--- src/pkg/tscr_defines.vh ---
`ifndef TSCR_DEFINES_VH
`define TSCR_DEFINES_VH

// register indices, one 16-bit word each
`define TSCR_IDX_INFO      8'h10
`define TSCR_IDX_GEST      8'h11
`define TSCR_IDX_TOUCH0    8'h12
`define TSCR_IDX_TOUCH1    8'h13
`define TSCR_IDX_TOUCH2    8'h14
`define TSCR_IDX_TUNE      8'h15
`define TSCR_IDX_CTRL      8'h16
`define TSCR_IDX_CFG       8'h17

// info word fields
`define TSCR_INFO_LP_DET   14
`define TSCR_INFO_OVF      12
`define TSCR_INFO_MOTION   10
`define TSCR_INFO_CNT_HI   9
`define TSCR_INFO_CNT_LO   8
`define TSCR_INFO_RST      7
`define TSCR_INFO_LP_RCL   6
`define TSCR_INFO_LP_ERR   5
`define TSCR_INFO_PD_RCL   4
`define TSCR_INFO_PD_ERR   3

// control word fields
`define TSCR_CTRL_SRST     9
`define TSCR_CTRL_ACK      7
`define TSCR_CTRL_LP_RCL   6
`define TSCR_CTRL_PD_RCL   5
`define TSCR_CTRL_LP_SEED  4
`define TSCR_CTRL_PD_SEED  3

// config word fields
`define TSCR_CFG_EVT_HI    14
`define TSCR_CFG_EVT_MODE  8
`define TSCR_CFG_MANUAL    7

// calibration word fields
`define TSCR_TUNE_FDIV_LO  9
`define TSCR_TUNE_CMUL_LO  5

// reset values and write masks
`define TSCR_TUNE_RST      16'h0221
`define TSCR_CFG_RST       16'h0000
`define TSCR_MODE_ACTIVE   3'h0
`define TSCR_CFG_MASK      16'h6F80
`define TSCR_TUNE_MASK     16'h3FFF

`endif

--- src/design/tscr_regs.v ---
`timescale 1ns/100ps
`include "tscr_defines.vh"
module tscr_regs #(
  parameter [6:0] DEV_ADDR = 7'h56
) (
  input  wire        clk_i,
  input  wire        reset_n_i,
  input  wire        scl_i,
  input  wire        sda_i,
  output reg         sda_o,
  output reg         sda_oe_o,
  output reg         rdy_n_o,
  input  wire        cycle_done_i,
  input  wire        autoprox_i,
  input  wire [4:0]  event_i,
  input  wire        lp_detect_i,
  input  wire        finger_overflow_i,
  input  wire        pad_motion_i,
  input  wire [1:0]  finger_count_i,
  input  wire        lp_recal_done_i,
  input  wire        lp_tune_error_i,
  input  wire        pad_recal_done_i,
  input  wire        pad_tune_error_i,
  input  wire [2:0]  auto_mode_i,
  input  wire [5:0]  gesture_i,
  input  wire [29:0] touch_i,
  input  wire        lp_sensed_i,
  input  wire        pad_sensed_i,
  output reg  [2:0]  current_power_mode_o,
  output reg         manual_mode_o,
  output reg         lp_recal_o,
  output reg         pad_recal_o,
  output reg         lp_reseed_o,
  output reg         pad_reseed_o,
  output reg         soft_reset_o,
  output reg  [4:0]  fine_div_o,
  output reg  [3:0]  coarse_mult_o,
  output reg  [4:0]  coarse_div_o
);

  localparam [8:0] S_IDLE = 9'h001;
  localparam [8:0] S_ADDR = 9'h002;
  localparam [8:0] S_REG  = 9'h004;
  localparam [8:0] S_WR   = 9'h008;
  localparam [8:0] S_ACK  = 9'h010;
  localparam [8:0] S_RD   = 9'h020;
  localparam [8:0] S_RACK = 9'h040;
  localparam [8:0] S_RLD  = 9'h080;
  localparam [8:0] S_SKIP = 9'h100;
  //////////////////////////////////////////////////////////////////////
  // reset: external plus self-reset after a window closes
  reg         srst_r;
  wire        rst = ~reset_n_i | srst_r;
  //////////////////////////////////////////////////////////////////////
  // pin edges; pins are taken as synchronous to clk_i
  reg         scl_q_r;
  reg         sda_q_r;
  wire        scl_rise = scl_i & ~scl_q_r;
  wire        scl_fall = ~scl_i & scl_q_r;
  wire        start_c  = scl_i & scl_q_r & sda_q_r & ~sda_i;
  wire        stop_c   = scl_i & scl_q_r & ~sda_q_r & sda_i;
  always @(posedge clk_i) begin
    if (~reset_n_i) begin
      scl_q_r <= 1'b1;
      sda_q_r <= 1'b1;
    end else begin
      scl_q_r <= scl_i;
      sda_q_r <= sda_i;
    end
  end
  //////////////////////////////////////////////////////////////////////
  // register storage
  reg  [15:0] info_r;
  reg  [15:0] gest_r;
  reg  [29:0] touch_r;
  reg  [15:0] tune_r;
  reg  [15:0] cfg_r;
  reg  [2:0]  mode_sel_r;
  reg         show_rst_r;
  reg         srst_pend_r;
  reg         lp_q_r;
  reg         pad_q_r;
  reg         win_r;
  reg         wr_stb_r;
  reg  [7:0]  wr_idx_r;
  reg  [15:0] wr_dat_r;
  wire        manual = cfg_r[`TSCR_CFG_MANUAL];
  wire [2:0]  mode_now = manual ? mode_sel_r : auto_mode_i;
  wire        ctrl_wr = wr_stb_r & (wr_idx_r == `TSCR_IDX_CTRL);
  // status words follow the sensing engine every cycle
  always @(posedge clk_i) begin
    if (rst) begin
      info_r  <= 16'h0000;
      gest_r  <= 16'h0000;
      touch_r <= 30'h00000000;
    end else begin
      info_r                    <= 16'h0000;
      info_r[`TSCR_INFO_LP_DET] <= lp_detect_i;
      info_r[`TSCR_INFO_OVF]    <= finger_overflow_i;
      info_r[`TSCR_INFO_MOTION] <= pad_motion_i;
      info_r[`TSCR_INFO_CNT_HI:`TSCR_INFO_CNT_LO] <= (finger_count_i == 2'h3) ?
                                   2'h2 : finger_count_i;
      info_r[`TSCR_INFO_LP_RCL] <= lp_recal_done_i;
      info_r[`TSCR_INFO_LP_ERR] <= lp_tune_error_i;
      info_r[`TSCR_INFO_PD_RCL] <= pad_recal_done_i;
      info_r[`TSCR_INFO_PD_ERR] <= pad_tune_error_i;
      info_r[2:0]               <= mode_now;
      gest_r                    <= {10'h000, gesture_i};
      touch_r                   <= touch_i;
    end
  end
  // reset flag: only a reset sets it, so no set/clear race exists
  always @(posedge clk_i) begin
    if (rst) begin
      show_rst_r <= 1'b1;
    end else if (ctrl_wr & wr_dat_r[`TSCR_CTRL_ACK]) begin
      show_rst_r <= 1'b0;
    end
  end
  // host-written words
  always @(posedge clk_i) begin
    if (rst) begin
      tune_r     <= `TSCR_TUNE_RST;
      cfg_r      <= `TSCR_CFG_RST;
      mode_sel_r <= `TSCR_MODE_ACTIVE;
    end else if (wr_stb_r) begin
      if (wr_idx_r == `TSCR_IDX_TUNE) begin
        tune_r <= wr_dat_r & `TSCR_TUNE_MASK;
      end
      if (wr_idx_r == `TSCR_IDX_CFG) begin
        cfg_r <= wr_dat_r & `TSCR_CFG_MASK;
      end
      if (ctrl_wr) begin
        mode_sel_r <= wr_dat_r[2:0];
      end
    end
  end
  //////////////////////////////////////////////////////////////////////
  // queued recalibration: held until that channel is next sensed
  always @(posedge clk_i) begin
    if (rst) begin
      lp_q_r       <= 1'b0;
      pad_q_r      <= 1'b0;
      lp_recal_o   <= 1'b0;
      pad_recal_o  <= 1'b0;
      lp_reseed_o  <= 1'b0;
      pad_reseed_o <= 1'b0;
    end else begin
      // a new request in the sensing cycle is kept, not lost
      lp_q_r       <= (lp_q_r & ~lp_sensed_i) |
                      (ctrl_wr & wr_dat_r[`TSCR_CTRL_LP_RCL]);
      pad_q_r      <= (pad_q_r & ~pad_sensed_i) |
                      (ctrl_wr & wr_dat_r[`TSCR_CTRL_PD_RCL]);
      lp_recal_o   <= lp_q_r & lp_sensed_i;
      pad_recal_o  <= pad_q_r & pad_sensed_i;
      lp_reseed_o  <= ctrl_wr & wr_dat_r[`TSCR_CTRL_LP_SEED];
      pad_reseed_o <= ctrl_wr & wr_dat_r[`TSCR_CTRL_PD_SEED];
    end
  end
  //////////////////////////////////////////////////////////////////////
  // self-reset waits for the stop that ends the window
  always @(posedge clk_i) begin
    if (~reset_n_i) begin
      srst_r <= 1'b0;
    end else begin
      srst_r <= srst_pend_r & stop_c;
    end
  end
  always @(posedge clk_i) begin
    if (rst) begin
      srst_pend_r <= 1'b0;
    end else if (ctrl_wr & wr_dat_r[`TSCR_CTRL_SRST]) begin
      srst_pend_r <= 1'b1;
    end
  end
  //////////////////////////////////////////////////////////////////////
  // communication window, ready low while open
  wire evt_hit = |(event_i & {cfg_r[14:13], cfg_r[11:9]});
  always @(posedge clk_i) begin
    if (rst) begin
      win_r <= 1'b0;
    end else if (stop_c) begin
      win_r <= 1'b0;
    end else if (cycle_done_i) begin
      if (cfg_r[`TSCR_CFG_EVT_MODE]) begin
        win_r <= win_r | evt_hit;
      end else begin
        win_r <= win_r | ~autoprox_i;
      end
    end
  end
  //////////////////////////////////////////////////////////////////////
  // outputs, all from flops
  always @(posedge clk_i) begin
    if (rst) begin
      rdy_n_o              <= 1'b1;
      current_power_mode_o <= `TSCR_MODE_ACTIVE;
      manual_mode_o        <= 1'b0;
      soft_reset_o         <= 1'b0;
      fine_div_o           <= 5'h00;
      coarse_mult_o        <= 4'h0;
      coarse_div_o         <= 5'h00;
    end else begin
      rdy_n_o              <= ~win_r;
      current_power_mode_o <= mode_now;
      manual_mode_o        <= manual;
      soft_reset_o         <= srst_pend_r & stop_c;
      fine_div_o           <= tune_r[13:9];
      coarse_mult_o        <= tune_r[8:5];
      coarse_div_o         <= tune_r[4:0];
    end
  end

  //////////////////////////////////////////////////////////////////////
  // read mux; unmapped indices and unused bits read zero
  reg  [7:0]  ptr_r;
  reg  [15:0] rd_word;

  always @* begin
    case (ptr_r)
      `TSCR_IDX_INFO:   rd_word = {info_r[15:8], show_rst_r, info_r[6:0]};
      `TSCR_IDX_GEST:   rd_word = gest_r;
      `TSCR_IDX_TOUCH0: rd_word = touch_r[15:0];
      `TSCR_IDX_TOUCH1: rd_word = {2'h0, touch_r[29:16]};
      `TSCR_IDX_TOUCH2: rd_word = 16'h0000;
      `TSCR_IDX_TUNE:   rd_word = tune_r;
      `TSCR_IDX_CTRL:   rd_word = {13'h0000, mode_sel_r};
      `TSCR_IDX_CFG:    rd_word = cfg_r;
      default:          rd_word = 16'h0000;
    endcase
  end

  //////////////////////////////////////////////////////////////////////
  // two-wire slave: reg index byte, then words low byte first
  reg  [8:0]  st_r;
  reg  [2:0]  cnt_r;
  reg         full_r;
  reg  [7:0]  sh_r;
  reg  [7:0]  tx_r;
  reg  [7:0]  lo_r;
  reg         hi_r;
  reg         rw_r;
  reg  [1:0]  ph_r;

  always @(posedge clk_i) begin
    if (rst) begin
      st_r     <= S_IDLE;
      cnt_r    <= 3'h0;
      full_r   <= 1'b0;
      sh_r     <= 8'h00;
      tx_r     <= 8'h00;
      lo_r     <= 8'h00;
      hi_r     <= 1'b0;
      rw_r     <= 1'b0;
      ph_r     <= 2'h0;
      ptr_r    <= 8'h00;
      sda_o    <= 1'b0;
      sda_oe_o <= 1'b0;
      wr_stb_r <= 1'b0;
      wr_idx_r <= 8'h00;
      wr_dat_r <= 16'h0000;
    end else begin
      wr_stb_r <= 1'b0;
      sda_o    <= 1'b0;
      if (stop_c) begin
        st_r     <= S_IDLE;
        sda_oe_o <= 1'b0;
      end else if (start_c) begin
        st_r     <= S_ADDR;
        cnt_r    <= 3'h0;
        full_r   <= 1'b0;
        hi_r     <= 1'b0;
        sda_oe_o <= 1'b0;
      end else begin
        case (st_r)
          S_IDLE, S_SKIP: begin
            sda_oe_o <= 1'b0;
          end
          S_ADDR, S_REG, S_WR: begin
            if (scl_rise) begin
              sh_r   <= {sh_r[6:0], sda_i};
              cnt_r  <= cnt_r + 3'h1;
              full_r <= (cnt_r == 3'h7);
            end else if (scl_fall & full_r) begin
              full_r   <= 1'b0;
              sda_oe_o <= 1'b1;
              st_r     <= S_ACK;
              if (st_r == S_ADDR) begin
                rw_r <= sh_r[0];
                ph_r <= 2'h0;
                if (sh_r[7:1] != DEV_ADDR) begin
                  sda_oe_o <= 1'b0;
                  st_r     <= S_SKIP;
                end
              end else if (st_r == S_REG) begin
                ptr_r <= sh_r;
                hi_r  <= 1'b0;
                ph_r  <= 2'h1;
              end else begin
                ph_r <= 2'h2;
                hi_r <= ~hi_r;
                if (~hi_r) begin
                  lo_r <= sh_r;
                end else begin
                  wr_stb_r <= 1'b1;
                  wr_idx_r <= ptr_r;
                  wr_dat_r <= {sh_r, lo_r};
                  ptr_r    <= ptr_r + 8'h01;
                end
              end
            end
          end
          S_ACK: begin
            if (scl_fall) begin
              sda_oe_o <= 1'b0;
              if ((ph_r == 2'h0) & rw_r) begin
                st_r <= S_RLD;
              end else if (ph_r == 2'h0) begin
                st_r <= S_REG;
              end else begin
                st_r <= S_WR;
              end
            end
          end
          S_RLD: begin
            // byte taken at load so a word cannot tear mid-byte
            tx_r     <= hi_r ? rd_word[15:8] : rd_word[7:0];
            sda_oe_o <= hi_r ? ~rd_word[15] : ~rd_word[7];
            hi_r     <= ~hi_r;
            if (hi_r) begin
              ptr_r <= ptr_r + 8'h01;
            end
            cnt_r <= 3'h0;
            st_r  <= S_RD;
          end
          S_RD: begin
            if (scl_fall) begin
              cnt_r <= cnt_r + 3'h1;
              if (cnt_r == 3'h7) begin
                sda_oe_o <= 1'b0;
                st_r     <= S_RACK;
              end else begin
                tx_r     <= {tx_r[6:0], 1'b0};
                sda_oe_o <= ~tx_r[6];
              end
            end
          end
          S_RACK: begin
            sda_oe_o <= 1'b0;
            if (scl_rise) begin
              full_r <= ~sda_i;
              if (sda_i) begin
                st_r <= S_SKIP;
              end
            end else if (scl_fall & full_r) begin
              full_r <= 1'b0;
              st_r   <= S_RLD;
            end
          end
          default: begin
            st_r     <= S_IDLE;
            sda_oe_o <= 1'b0;
          end
        endcase
      end
    end
  end

endmodule // tscr_regs

--- config.mk ---
export PLATFORM = sky130hd
export DESIGN_NAME = tscr_regs
export DESIGN_NICKNAME = d
export VERILOG_FILES = /design/src/design/tscr_regs.v
export VERILOG_INCLUDE_DIRS = /design/src /design/src/pkg
export SDC_FILE = /design/constraint.sdc
export NUM_CORES = 1
export LEC_CHECK = 0
export BUFFER_PORTS_ARGS = -buffer_cell sky130_fd_sc_hd__buf_2
export CAP_MARGIN = 0
export CELL_PAD_IN_SITES_DETAIL_PLACEMENT = 2
export CELL_PAD_IN_SITES_GLOBAL_PLACEMENT = 2
export CORE_MARGIN = 1.5
export CORE_UTILIZATION = 32
export CTS_CLUSTER_SIZE = 28
export DETAILED_ROUTE_END_ITERATION = 16
export GPL_ROUTABILITY_DRIVEN = 0
export PLACE_DENSITY_LB_ADDON = 0.2
export SLEW_MARGIN = 30
export SYNTH_ARGS = -nofsm -noshare
export SYNTH_HDL_FRONTEND = slang
export SYNTH_SLANG_ARGS = --single-unit
export TNS_END_PERCENT = 50
--- constraint.sdc ---
create_clock -name clk_i -period 1.9 [get_ports clk_i]
set_input_delay 0.38 -clock clk_i [delete_from_list [all_inputs] [get_ports clk_i]]
set_output_delay 0.38 -clock clk_i [all_outputs]
set_load 0.05 [all_outputs]
==> impl_metrics.env <==
export IMPL_status="complete, but fails checks"
export IMPL_violations="setup timing"
export IMPL_path_buf_inv=2
export IMPL_clk_pin_slew_worst_paths_ns=0.08
export IMPL_grt_max_degree=67
export IMPL_grt_total_usage_pct=22.5
export IMPL_setup_viol=10
export IMPL_cp_arrival_ns=2.41
export IMPL_end_kind="flip-flop"
export IMPL_yosys_area_top_type_share_pct=49.0
export IMPL_critPathKind="reg -> reg"
export IMPL_dr_total_vias=6431
export IMPL_wl_mm=28.1
export IMPL_multi_input_area_um2=3810
export IMPL_min_period_ns=2.07
export IMPL_post_place_cells=1169
export IMPL_internal_power_mw=6.18
export IMPL_synth_edf_count=0
export IMPL_leakage_nw=4.02
export IMPL_fp_dieArea_um2=23100
export IMPL_synth_top_area_cell="dfxtp_1"
export IMPL_drtPass1Iterations=5
export IMPL_ys_flop_type="dfxtp_1"
export IMPL_ys_types=67
export IMPL_syn_cell_area_um2=7110
export IMPL_synth_nets=843
export IMPL_cts_sinks=174
export IMPL_layout_common_cells="dfxtp_1 (161), buf_2 (86), nor2_1 (82), buf_4 (75), nand2_1 (69)"
export IMPL_fin_skew_ns=0.0136
export IMPL_core_um2=21800
export IMPL_vdd_ir_drop_max_mv=0.608
export IMPL_holdWs_ns=0.117
export IMPL_grt_first_pass_wirelength_mm=40.4
export IMPL_worst_path_largest_cell_delay_ns=0.38
export IMPL_finalNonFillerCells=1217
export IMPL_antenna_found_initial=0
export IMPL_combPwrFrac_pct=10.8
export IMPL_grt_ovfl_total=0
export IMPL_initial_utilization_pct=32.6
export IMPL_fin_ws_ns=-0.172
export IMPL_relSlewSlack_pct=49.0
export IMPL_viasPerCell=5.28
export IMPL_seq_power_share_pct=44.5
export IMPL_dp_final_hpwl_mm=18.5
export IMPL_maxCapViolCount=0
export IMPL_final_common_cell="dfxtp_1"
export IMPL_area_growth_pct=36.2
export IMPL_layout_drive_gt1_share_pct=33.2
export IMPL_port_buffers=85
export IMPL_core_rowCount=54
export IMPL_htreeDepth=4
export IMPL_rsz0062_at_grt="true"
export IMPL_swShare_pct=27.8
export IMPL_report_final_slew_viol_count=0
export IMPL_postSynthAreaPerCell_um2=9.16
export IMPL_cp_data_required_time_ns=2.23
export IMPL_clockPowerShare_pct=44.7
export IMPL_antenna_left=0
export IMPL_cts_tree="yes"
export IMPL_cts_buffers=17
export IMPL_critPathSlowestCell="dfxtp_4"
export IMPL_nets=991
export IMPL_hold_viol=0
export IMPL_clockBufferDepth=2
export IMPL_critPathMaxFanout=6
export IMPL_syn_inst=776
export IMPL_insertion_delay_ns=0.44
export IMPL_synth_area_leaders="dfxtp_1 (49%), mux2i_1 (7.3%), and2_1 (5.3%), nor2_1 (4.7%), nand2_1 (3.8%)"
export IMPL_crit_family="simple AND/OR/NAND/NOR gates"
export IMPL_first_iter_violations=328
export IMPL_yosysWarnings=0
export IMPL_regArea_um2=3520
export IMPL_fp_dieW_um=152
export IMPL_seq_area_frac_synth_pct=49.0
export IMPL_grt_pass1_vias=7111
export IMPL_ys_async_sr_fraction_pct=0
export IMPL_timing_final_crit_share_pct=109
export IMPL_max_freq_mhz=483
export IMPL_cts_root_buf="clkbuf_16"
export IMPL_worst_pin_slew_ns=0.762
export IMPL_crit_chain="nor3_4 > buf_6 > nand4b_1 > buf_6 > and4_4 > nor3_4 > nand4_1 > o21ai_1"
export IMPL_ios=87
export IMPL_avgRoutedWirePerCell_um=23.1
export IMPL_hold_class="in -> reg"
export IMPL_ys_ff_latch=174
export IMPL_die_y_um=152
export IMPL_startpoint_type="flip-flop"
export IMPL_n_fill_cell=2346
export IMPL_drc_errors=0
export IMPL_switching_power_mw=2.38
export IMPL_power_total_mw=8.56
export IMPL_antenna_cells=0
export IMPL_p_per_area_nw_per_um2=885
[synth_stat cells (9+ instances only)]
cell type  instances
nor2_1            89
nor3b_1            9
clkbuf_1          35
o21ai_0           38
and2_1            60
a21oi_1           50
nor2b_1           10
mux2i_1           52
nand2_1           72
nand3_1           20
nand2b_1           9
a22oi_1           18
dfxtp_1          174
[power by group through the flow]
stage               clock (mW)  combinational, mW  sequential [mW]
global route              4.07              0.991             3.82
CTS                       3.88              0.798             3.81
floorplan                    0              0.436             3.88
global placement             0              0.724             3.88
detailed placement           0              0.755             3.88
finish                    3.83              0.923             3.81
[what timing repair did]
action                     4_1_cts  5_1_grt
setup endpoints to repair       66       68
gates resized for setup         47       89
cloned                           1        5
pin swaps                        9       41
setup buffers                    3        7
hold buffers                     0        0
[path summary, 6_finish.rpt]
| path | from | end | slack, ns | cells after the start |
|---|---|---|---|---|
| setup / recovery | st_r[1]$_SDFFE_PP0P_ | cnt_r[1]$_SDFFE_PP0P_ | -0.17 | 8 |
| hold / removal | finger_count_i[1] | info_r[8]$_SDFF_PP0_ | 0.12 | 2 |
| setup reg to reg | st_r[1]$_SDFFE_PP0P_ | cnt_r[1]$_SDFFE_PP0P_ | -0.17 | 8 |
| hold reg to reg | win_r$_SDFFE_PP0P_ | rdy_n_o$_SDFF_PP1_ | 0.39 | 1 |
[worst reg2reg max path: cells and delay by family, from the launching register on]
kind,cells,cell delay [ns]
AND/OR/NAND/NOR,5,1.07
flip-flops,1,0.38
buffers and inverters,2,0.34
AO/OA/AOI/OAI,1,0.18
[stage by stage]
step           setup WS (ns)  TNS (ns)  instance area (µm²)  util [%]
2_1_floorplan        0.00377         0                 7110         -
3_3_place_gp          -0.213     -1.18                 8330      38.2
3_5_place_dp          -0.244     -5.89                 8330      38.2
4_1_cts              -0.0127   -0.0294                 9180      42.0
5_1_grt               -0.286     -3.84                 9680      44.3
6_report              -0.172    -0.714                 9680      44.3
[cell type report]
class / instances / area share (%)
clock inverter: 15 / 2.33
inverter: 6 / 0.259
timing repair buffer: 180 / 13.7
multi-input combinational: 545 / 39.4
sequential: 174 / 36.3
clock buffer: 17 / 4.40
tap: 280 / 3.62
[state kept, by name, indices dropped and copies added, names as in the netlist, 6 cells and up]
signal and flops:
wr_idx_r 8, st_r 9, tx_r 7, lo_r 8, gest_r 6, info_r 12, touch_r 30, wr_dat_r 15
sh_r 8, cfg_r 7, tune_r 14, ptr_r 8
[layer usage]
metal | up-vias | wire length [µm] | track usage (%) | part of all wire (%)
met5 | - | 0 | 0 | 0
met4 | 0 | 396 | 4.81 | 1.4
met3 | 24 | 775 | 3.99 | 2.8
met2 | 112 | 14300 | 39.5 | 51
met1 | 3292 | 12600 | 28.8 | 45
li1 | 3003 | - | - | -
[cell families (layout without fill, tap and decap cells)]
logic type | after synthesis | after routing | share of synthesized area [%]
fa+ha+maj | 6 | 6 | 1.06
compound gates | 156 | 156 | 14.1
xor+xnor | 3 | 3 | 0.370
mux | 53 | 53 | 7.64
buf+inv | 58 | 218 | 3.65
other cells | 1 | 1 | 0.0528
simple gates | 325 | 326 | 24.1
flops | 174 | 174 | 49.0
No activity file was read; power rests on OpenSTA's default activity.
